[config.mk]
export PLATFORM = sky130hd
export DESIGN_NAME = eq3rl_regs
export DESIGN_NICKNAME = d
export VERILOG_FILES = /design/src/rtl/eq3rl_pkg.sv /design/src/rtl/eq3rl_shape_if.sv /design/src/rtl/eq3rl_regs.sv /design/src/rtl/eq3rl_shaper.sv
export VERILOG_INCLUDE_DIRS = /design/src /design/src/rtl
export SDC_FILE = /design/constraint.sdc
export NUM_CORES = 1
export LEC_CHECK = 0
export BUFFER_PORTS_ARGS = -buffer_cell sky130_fd_sc_hd__buf_2
export CORE_UTILIZATION = 65
export CTS_CLUSTER_SIZE = 25
export DETAILED_ROUTE_END_ITERATION = 6
export PLACE_DENSITY_LB_ADDON = 0.1
export SLEW_MARGIN = 15
export SYNTH_ARGS = -nofsm -noshare
export SYNTH_HDL_FRONTEND = slang
export SYNTH_HIERARCHICAL = 1
export SYNTH_SLANG_ARGS = --single-unit
[constraint.sdc]
create_clock -name clk -period 6.3 [get_ports clk]
set_clock_uncertainty 0.2 [all_clocks]
set_input_delay 1.26 -clock clk [delete_from_list [all_inputs] [get_ports clk]]
set_output_delay 1.26 -clock clk [all_outputs]
set_load 0.02 [all_outputs]
[src/rtl/eq3rl_defines.svh]
// Offsets, field positions, reset values and timing counts for the
// queue-3 egress limit register bank (queue 3 is top priority in four-queue mode).
// Assumes a 100 MHz switch system clock and byte-wide direct register access.
`ifndef EQ3RL_DEFINES_SVH
`define EQ3RL_DEFINES_SVH

// =====================================================================
// Register offsets.
`define EQ3RL_OFS_LIM_P1 8'hBE
`define EQ3RL_OFS_LIM_P2 8'hCE
`define EQ3RL_OFS_LIM_P3 8'hDE
`define EQ3RL_OFS_LIM_P4 8'hEE
`define EQ3RL_OFS_LIM_P5 8'hFE
`define EQ3RL_OFS_FIX_1 8'hBF
`define EQ3RL_OFS_FIX_2 8'hCF
`define EQ3RL_OFS_FIX_3 8'hDF
`define EQ3RL_OFS_FIX_4 8'hEF
`define EQ3RL_OFS_FIX_5 8'hFF

// =====================================================================
// Field layout and reset values.
`define EQ3RL_CODE_MSB 6
`define EQ3RL_RST_CODE 7'h00
`define EQ3RL_RST_FIX_1 8'h80
`define EQ3RL_RST_FIX_2 8'h15
`define EQ3RL_RST_FIX_3 8'h0C
`define EQ3RL_RST_FIX_4 8'h32
`define EQ3RL_RST_FIX_5 8'h00
`define EQ3RL_NPORT 5

// =====================================================================
// Timing: one credit tick per microsecond, credit ceiling in bytes.
`define EQ3RL_CLK_NS 10
`define EQ3RL_TICK_NS 1000
`define EQ3RL_TICK_CYC (`EQ3RL_TICK_NS / `EQ3RL_CLK_NS)
`define EQ3RL_CREDIT_MAX 12'h7FF

`endif

[src/rtl/eq3rl_pkg.sv]
// Types shared by the queue-3 limit register bank and its shaper.
// Assumes eq3rl_defines.svh supplies all numeric constants.
package eq3rl_pkg;

  // Result of decoding one register address.
  typedef struct packed {
    logic lim_hit;
    logic fix_hit;
    logic [2:0] idx;
  } eq3rl_dec_t;

  // Whole state of the register bank.
  typedef struct packed {
    logic [4:0][6:0] limit;
    logic [7:0] rdata;
    logic ack;
    logic top_prio;
    logic [6:0] tick_cnt;
    logic tick;
  } eq3rl_top_t;

  // Whole state of one port shaper.
  typedef struct packed {
    logic [11:0] credit;
  } eq3rl_shp_t;

endpackage

[src/rtl/eq3rl_shape_if.sv]
// Carrier between the register bank and one per-port shaper.
// Assumes both ends run on the switch system clock.
`timescale 1ns/10ps
interface eq3rl_shape_if;
  logic tick;
  logic [6:0] code;
  logic shape_en;
  logic byte_out;
  logic allow;
  modport ctl (output tick, output code, output shape_en,
               output byte_out, input allow);
  modport shp (input tick, input code, input shape_en,
               input byte_out, output allow);
endinterface

[src/rtl/eq3rl_regs.sv]
// Queue-3 egress limit registers for five ports, the fixed test registers
// beside them, and the per-port priority-3 shapers they steer.
// Assumes byte register strobes synchronous to clk, one access per cycle.
`timescale 1ns/10ps
`include "eq3rl_defines.svh"
module eq3rl_regs (
  input wire logic clk,
  input wire logic resetn,
  input wire logic [7:0] reg_addr,
  input wire logic reg_wr,
  input wire logic reg_rd,
  input wire logic [7:0] reg_wdata,
  output logic [7:0] reg_rdata,
  output logic reg_ack,
  input wire logic four_queue_mode,
  input wire logic per_queue_mode,
  input wire logic [4:0] q3_byte_out,
  output logic [4:0] q3_allow,
  output logic q3_top_prio,
  output logic [4:0][6:0] q3_base_code
);

  eq3rl_pkg::eq3rl_top_t s;
  eq3rl_pkg::eq3rl_top_t next_s;
  eq3rl_pkg::eq3rl_dec_t wdec;
  eq3rl_pkg::eq3rl_dec_t rdec;

  // =====================================================================
  // Address decoding, shared by the write and read paths.
  function automatic eq3rl_pkg::eq3rl_dec_t eq3rl_decode(
    input logic [7:0] a
  );
    eq3rl_pkg::eq3rl_dec_t d;
    logic [4:0][7:0] lim_ofs;
    logic [4:0][7:0] fix_ofs;
    d = '0;
    lim_ofs = {`EQ3RL_OFS_LIM_P5, `EQ3RL_OFS_LIM_P4, `EQ3RL_OFS_LIM_P3,
               `EQ3RL_OFS_LIM_P2, `EQ3RL_OFS_LIM_P1};
    fix_ofs = {`EQ3RL_OFS_FIX_5, `EQ3RL_OFS_FIX_4, `EQ3RL_OFS_FIX_3,
               `EQ3RL_OFS_FIX_2, `EQ3RL_OFS_FIX_1};
    for (int i = 0; i < `EQ3RL_NPORT; i++) begin
      if (a == lim_ofs[i]) begin
        d.lim_hit = 1'b1;
        d.idx = 3'(i);
      end
      if (a == fix_ofs[i]) begin
        d.fix_hit = 1'b1;
        d.idx = 3'(i);
      end
    end
    return d;
  endfunction

  // Constant contents of the fixed registers.
  function automatic logic [7:0] eq3rl_fixed(input logic [2:0] idx);
    logic [7:0] v;
    v = 8'h00;
    unique case (idx)
      3'h0: v = `EQ3RL_RST_FIX_1;
      3'h1: v = `EQ3RL_RST_FIX_2;
      3'h2: v = `EQ3RL_RST_FIX_3;
      3'h3: v = `EQ3RL_RST_FIX_4;
      3'h4: v = `EQ3RL_RST_FIX_5;
      default: v = 8'h00;
    endcase
    return v;
  endfunction

  assign wdec = eq3rl_decode(reg_addr);
  assign rdec = eq3rl_decode(reg_addr);

  // =====================================================================
  // Next state: register writes, read data, tick divider, priority flag.
  always_comb begin
    next_s = s;
    next_s.ack = (reg_wr || reg_rd) && (wdec.lim_hit || wdec.fix_hit);
    // Only the code field stores; bit 7 and fixed registers drop writes.
    if (reg_wr && wdec.lim_hit) begin
      next_s.limit[wdec.idx] = reg_wdata[`EQ3RL_CODE_MSB:0];
    end
    if (reg_rd) begin
      if (rdec.lim_hit) begin
        next_s.rdata = {1'b0, s.limit[rdec.idx]};
      end else if (rdec.fix_hit) begin
        next_s.rdata = eq3rl_fixed(rdec.idx);
      end else begin
        next_s.rdata = 8'h00;
      end
    end
    // One tick pulse per microsecond feeds every shaper.
    if (s.tick_cnt == 7'(`EQ3RL_TICK_CYC - 1)) begin
      next_s.tick_cnt = 7'h00;
      next_s.tick = 1'b1;
    end else begin
      next_s.tick_cnt = s.tick_cnt + 7'h01;
      next_s.tick = 1'b0;
    end
    next_s.top_prio = four_queue_mode;
  end

  // State register.
  always_ff @(posedge clk) begin
    if (!resetn) begin
      s <= '0;
    end else begin
      s <= next_s;
    end
  end

  // Outputs. The codes also serve as the base for lower-queue ratios.
  assign reg_rdata = s.rdata;
  assign reg_ack = s.ack;
  assign q3_top_prio = s.top_prio;
  assign q3_base_code = s.limit;

  // =====================================================================
  // One shaper per port, shaping only in per-queue limit mode.
  for (genvar p = 0; p < `EQ3RL_NPORT; p++) begin : g_port
    eq3rl_shape_if u_if ();
    assign u_if.tick = s.tick;
    assign u_if.code = s.limit[p];
    assign u_if.shape_en = per_queue_mode;
    assign u_if.byte_out = q3_byte_out[p];
    assign q3_allow[p] = u_if.allow;
    eq3rl_shaper u_shaper (
      .clk(clk),
      .resetn(resetn),
      .sif(u_if.shp)
    );
  end

  // The credit tick must come exactly once per microsecond.
  localparam int tick_gap = `EQ3RL_TICK_CYC;
endmodule

[src/rtl/eq3rl_shaper.sv]
// Byte credit shaper for the priority-3 egress queue of one port.
// Assumes a tick pulse every microsecond and one byte_out per byte sent.
`timescale 1ns/10ps
`include "eq3rl_defines.svh"
module eq3rl_shaper (
  input wire logic clk,
  input wire logic resetn,
  eq3rl_shape_if.shp sif
);

  eq3rl_pkg::eq3rl_shp_t s;
  eq3rl_pkg::eq3rl_shp_t next_s;
  logic [12:0] sum;

  // =====================================================================
  // Credit update: add the code on each tick, spend one per byte.
  always_comb begin
    next_s = s;
    sum = 13'(s.credit) + 13'(sif.code);
    if (sif.tick) begin
      next_s.credit = (sum > 13'(`EQ3RL_CREDIT_MAX)) ?
                      `EQ3RL_CREDIT_MAX : sum[11:0];
    end
    if (sif.byte_out && (next_s.credit != 12'h000)) begin
      next_s.credit = next_s.credit - 12'h001;
    end
    if (!sif.shape_en || (sif.code == `EQ3RL_RST_CODE)) begin
      next_s.credit = 12'h000;
    end
  end

  // State register.
  always_ff @(posedge clk) begin
    if (!resetn) begin
      s <= '0;
    end else begin
      s <= next_s;
    end
  end

  // Sending is allowed while credit remains, shaping is off, or the limit code is zero.
  assign sif.allow = !sif.shape_en || (sif.code == `EQ3RL_RST_CODE) ||
                     (s.credit != 12'h000);
endmodule

=== After elaboration in Yosys (flattened, before gate mapping) ===
Index checks and enable logic that the tools add are counted.

* Register bits after elaboration: 113
* Bits in latches: 0
* Memory bits (writable): 0
* Memory bits (read-only): 0
* Input port bits: 27
* Output and inout port bits: 50
* Logic and storage cells: 129
* Memories kept: 0

* $add $sub $neg: 11
* $mul: 0
* Divide/modulo/power cells: 0
* $lt $le $gt $ge: 7
* Equal/unequal tests: 14
* Shift operators: 0
* Muxes and demuxes: 38
* Bitwise operators: 1
* Reductions and logical operators: 43

{| class="wikitable"
|+ Operators by type and width
! cell !! count
|-
| 12-bit two-way mux || 15
|-
| 12-bit nonzero test || 10
|-
| 8-bit == test, second input constant || 10
|-
| 12-bit by 7-bit adder with 13-bit output || 5
|-
| 13-bit by 11-bit greater-than comparator with 1-bit output, second input constant || 5
|-
| 12-bit by 1-bit subtractor with 12-bit output, second input constant || 5
|-
| 35-bit bitwise mux || 1
|-
| 7-bit zero test || 5
|-
| 8-bit case mux with 4 select lines || 1
|-
| 7-bit binary-select mux with 3-bit select || 1
|-
| 7-bit demux with 3-bit select || 1
|-
| 4-bit two-way mux || 5
|-
| 8-bit two-way mux || 2
|-
| 7-bit two-way mux || 2
|-
| 1-bit logical OR || 12
|-
| 3-bit two-way mux || 4
|-
| 2-bit OR reduction || 6
|-
| 1-bit logical AND || 8
|-
| 7-bit by 1-bit adder with 7-bit output, second input constant || 1
|-
| 7-bit == test, second input constant || 1
|-
| 3-bit by 2-bit == test with 1-bit output, second input constant || 2
|-
| 1-bit two-way mux || 6
|-
| 3-bit by 4-bit < comparator with 1-bit output, second input constant || 1
|-
| 3-bit by 1-bit == test with 1-bit output, second input constant || 1
|-
| 4 further kinds || 4
|}

=== Depth between registers and ports, before layout ===
* Depth in word-level cells: 15
* Gate-level depth with buffers: 15
* Mapped depth without buffers: 15

=== Hierarchy ===
Netlist, hierarchy kept.

{| class="wikitable"
|+ By module, submodules not included
! module !! times used !! cells each !! area an instance (um2) !! sequential area each (um2)
|-
| eq3rl_shaper at g_port[2].u_shaper ... || 3 || 178 || 1,371.3 || 240.2
|-
| eq3rl_regs || 1 || 294 || 2,798.9 || 1,061.0
|-
| eq3rl_shaper at g_port[0].u_shaper || 1 || 189 || 1,534.0 || 240.2
|-
| eq3rl_shaper at g_port[1].u_shaper || 1 || 182 || 1,401.3 || 240.2
|}

=== Worst setup path before layout ===
Ideal clock, no wire load.

* Path kind: register to register
* Start: register s, in the netlist g_port[0].u_if.code[5]
* End: register g_port[0].u_shaper/s[1] in the netlist's numbering
* Library setup time: 65 ps
* Arrival: 3,596 ps
* Data required time: 6,035 ps
* Path slack: 2,439 ps
* Stages on the path, launching flop included: 15
* Buffers on the path: 1
* Clock period less this slack: 3,861 ps
* Cell sequence: dfxtp_1 ha_1 clkbuf_8 nand3_2 or3_4 a21o_4 a21o_2 or3_1 o21ai_0 ha_1 nor4b_1 a21oi_2 o41ai_2 mux2_1 nor2_1

* Cells in the longest elaborated chain, start to end: 7
* Elaborated cells between the ends (all ways): 11
* Those cells by class: add/sub (2); order compare (1); mux (3); reduce/logical (5)

{| class="wikitable"
|+ Ends and longest elaborated chain
! element !! RTL line !! text
|-
| start, declared || eq3rl_regs.sv:23 || <nowiki>eq3rl_pkg::eq3rl_top_t s;</nowiki>
|-
| start signal, assigned || eq3rl_regs.sv:106 || <nowiki>s <= next_s;</nowiki>
|-
| branches (longest 7 deep; another with 12-bit by 7-bit adder with 13-bit output) || -- ||
|-
| end signal, assigned || eq3rl_shaper.sv:37 || <nowiki>s <= next_s;</nowiki>
|-
| end, declared || eq3rl_shaper.sv:11 || <nowiki>eq3rl_pkg::eq3rl_shp_t s;</nowiki>
|}

Several ways; the timed one is not identified.
A chain may end at the register's enable or synchronous reset.

=== Final worst setup path ===
* Start: register s, in the netlist g_port[0].u_if.code[6]
* End: register g_port[0].u_shaper/s[1] in the netlist's numbering

Same word-level chain as after synthesis.

==> impl_metrics.yaml <==
timing:
  finalHoldViolCount: 0
  drv_slew: 0
  worst_pin_slew_ps: 721
  rsz0062_at_grt: "false"
  maxSlewHeadroom: 0.516
  post-route-period-util: 0.705
  finalSetupViolations: 0
  fmax_mhz: 225
  tns_ps: 0
  post-route-min-period_ps: 4440
yosys:
  synthAdderAreaFrac: 0.0686
  synth.ff_latch_count: 113
  synthSimpleGateAreaFrac: 0.265
  syn_nets: 1277
  yosysWarnings: 6
  yosys-top-cells-area: "dfxtp_1 (23%), ha_1 (5.8%), a21oi_1 (4.9%), mux2i_1 (4.1%), nor2_1 (3.8%)"
  synth_edf_count: 0
  synth_compound_area_frac: 0.255
  synth_top_area_share: 0.230
  ys_seq_area_frac: 0.230
  yosys.area.top_type: "dfxtp_1"
  syn_area_sq_mm: 0.00985
  synth_top_family_by_area: "simple AND/OR/NAND/NOR gates"
  synth.most_common_cell: "dfxtp_1"
  syn_area_per_cell_sq_um: 8.21
  synthFlopType: "dfxtp_1"
  synthMuxAreaShare: 0.0715
  synth_common_cells: "dfxtp_1 (113), nor2_1 (100), a21oi_1 (96)"
  synthDistinctLibCells: 102
  async_reset_ff_frac: 0
  synth_xor_area_frac: 0.0356
  syn_inst: 1199
outcome:
  violations: "DRC"
  outcome: "finished with violations"
placement:
  port_buffers: 75
  routabilityCongestion: 0.910
  dp_hpwl_mm: 19.0
setup_path:
  slowest_stage: "ha_1"
  crit_chain: "ha_1 -> nand3_2 -> or3_4 -> a21o_4 -> a21o_2 -> or3_1 -> o21ai_0 -> ha_1 -> nor4b_1 -> a21oi_2 -> o41ai_2 -> mux2_1 -> nor2_1"
  cpMostUsedCell: "ha_1"
  cp.required_ps: 6450
  critical_path_class: "flip-flop to flip-flop"
  cp_slowest_stage_delay_ps: 510
  crit_path_end_kind: "flip-flop"
  cp_max_fo: 11
  worst_setup_path_start_kind: "flip-flop"
  arrival_ps: 4590
drt:
  routed_wl_mm: 26.0
  wl_per_cell_microns: 18.4
  viasPerCell: 6.66
  antenna_left: 0
  drc_errors: 4
  dr_total_vias: 9388
  first_pass_iters: 7
  drtIter0Drc: 771
finish:
  layout-drive-gt1-share: 0.177
  fillers: 1234
  final_core_util: 0.716
  antennaDiodeCount: 0
  fin_nets: 1291
  seq_area_sq_mm: 0.00227
  multi_input_area_sq_mm: 0.00686
  area_growth_pct: 6.45
floorplanning:
  die_area_sq_mm: 0.0156
  num_rows: 44
  start_util: 0.673
  ios: 77
  die_x_microns: 125
  die_y_microns: 125
  core_region_area_sq_mm: 0.0146
pwr:
  ir_drop_mv: 0.210
  leakagePower_nw: 4.11
  powerDensity_mw_per_mm2: 172
clock_tree:
  cts_max_path_buffers: 2
  post_cts_buffers: 0
  clkTransAtPathRegs_ps: 50
  cts_buffers: 17
  clock_latency_ps: 430
  clkSinkCount: 113
  cts_tree: "yes"
  holdBufCountCts: 0
  root_buffer: "clkbuf_16"
  cts.repair.resized: 0
  htree_levels: 4
grt:
  grt_overflow: 0
  grt_first_pass_wirelength_mm: 42.6
  antenna_found_initial: 1
  grt_pass1_vias: 8821
  grt_use_total: 0.334
  grt_start_max_net_pins: 57
run:
  cap_violations: 0
hold_path:
  hold_path_class: "flip-flop to flip-flop"
==> power breakdown <==
group | total [mW] | internal [mW] | switching (mW)
clock network | 1.01 | 0.671 | 0.338
logic | 0.0737 | 0.0231 | 0.0506
registers | 0.721 | 0.718 | 0.00253
total | 1.80 | 1.41 | 0.391
==> cell type report <==
| type | instances | area share |
|---|---|---|
| clock buffer | 26 | 0.0486 |
| tap | 184 | 0.0220 |
| inverter | 33 | 0.0118 |
| timing repair buffer | 78 | 0.0380 |
| multi-input combinational | 970 | 0.654 |
| sequential | 113 | 0.216 |
| clock inverter | 5 | 0.00955 |
==> flip-flops by register name, summed over array words and instances, names as in the netlist <==
signal and flops:
g_port.u_shaper/s 60, reg_rdata 8, g_port.u_if.tick 1, reg_ack 1, q3_top_prio 1, s 7
g_port.u_if.code 35
==> per-stage QoR <==
stage	worst slack, ps	total power [mW]	cell area, sq um	hold WS [ps]	std cells
global placement	2080	0.806	9870	229	1378
CTS	1890	1.81	10500	248	1409
finish	1860	1.80	10500	254	1409
detailed placement	2000	0.807	9870	237	1378
global route	1610	1.85	10500	273	1409
floorplan	2440	0.781	9850	213	1199
==> final timing paths <==
kind              slack [ps]  cells past startpoint                                 end                                 from
setup / recovery        1860                     13  g_port[0].u_shaper/s[1]$_SDFF_PP0_  g_port[0].u_if.code[6]$_SDFFE_PN0P_
hold / removal           250                      1                     s[1]$_SDFF_PP0_                      s[1]$_SDFF_PP0_
setup reg to reg        1860                     13  g_port[0].u_shaper/s[1]$_SDFF_PP0_  g_port[0].u_if.code[6]$_SDFFE_PN0P_
hold reg to reg          250                      1                     s[1]$_SDFF_PP0_                      s[1]$_SDFF_PP0_
==> cells in the final DEF, fill, tap and decap left out, types with 14 or more instances in the layout <==
master / instances
and3_1: 16
nor3_1: 64
a21oi_1: 96
a31oi_1: 15
nand4_1: 25
inv_1: 32
o21a_1: 18
nand2_1: 92
clkbuf_16: 17
a21o_1: 23
buf_2: 75
mux2i_1: 40
dfxtp_1: 112
o21ai_0: 34
or2_2: 14
nor2_1: 100
nand3_1: 28
nand2b_1: 14
ha_1: 46
nor4_1: 16
xnor2_1: 32
mux2_2: 15
a211oi_1: 19
==> metal layers <==
layer	routed length (microns)	share of wire	vias up	GRT usage
met5	10	0.00038	-	0
met4	663	0.026	2	0.133
met3	1600	0.061	63	0.0633
met2	12500	0.48	365	0.567
met1	11300	0.43	4437	0.416
li1	-	-	4521	-
==> cells by family after synthesis <==
kind of cell	count (synthesis)
multiplexers	63
AO/OA/AOI/OAI	344
adder cells (fa/ha/maj)	51
XOR/XNOR	40
AND/OR/NAND/NOR	472
flip-flops	113
buffers and inverters	116
==> worst max-delay path, delay by kind of cell, from the launching register on <==
family                   cells  cell delay (ps)
AND/OR/NAND/NOR              5             1360
AO/OA/AOI/OAI                5             1290
adder cells (fa/ha/maj)      2              790
flip-flops                   1              370
multiplexers                 1              370
No activity file was read; power rests on OpenSTA's default activity.
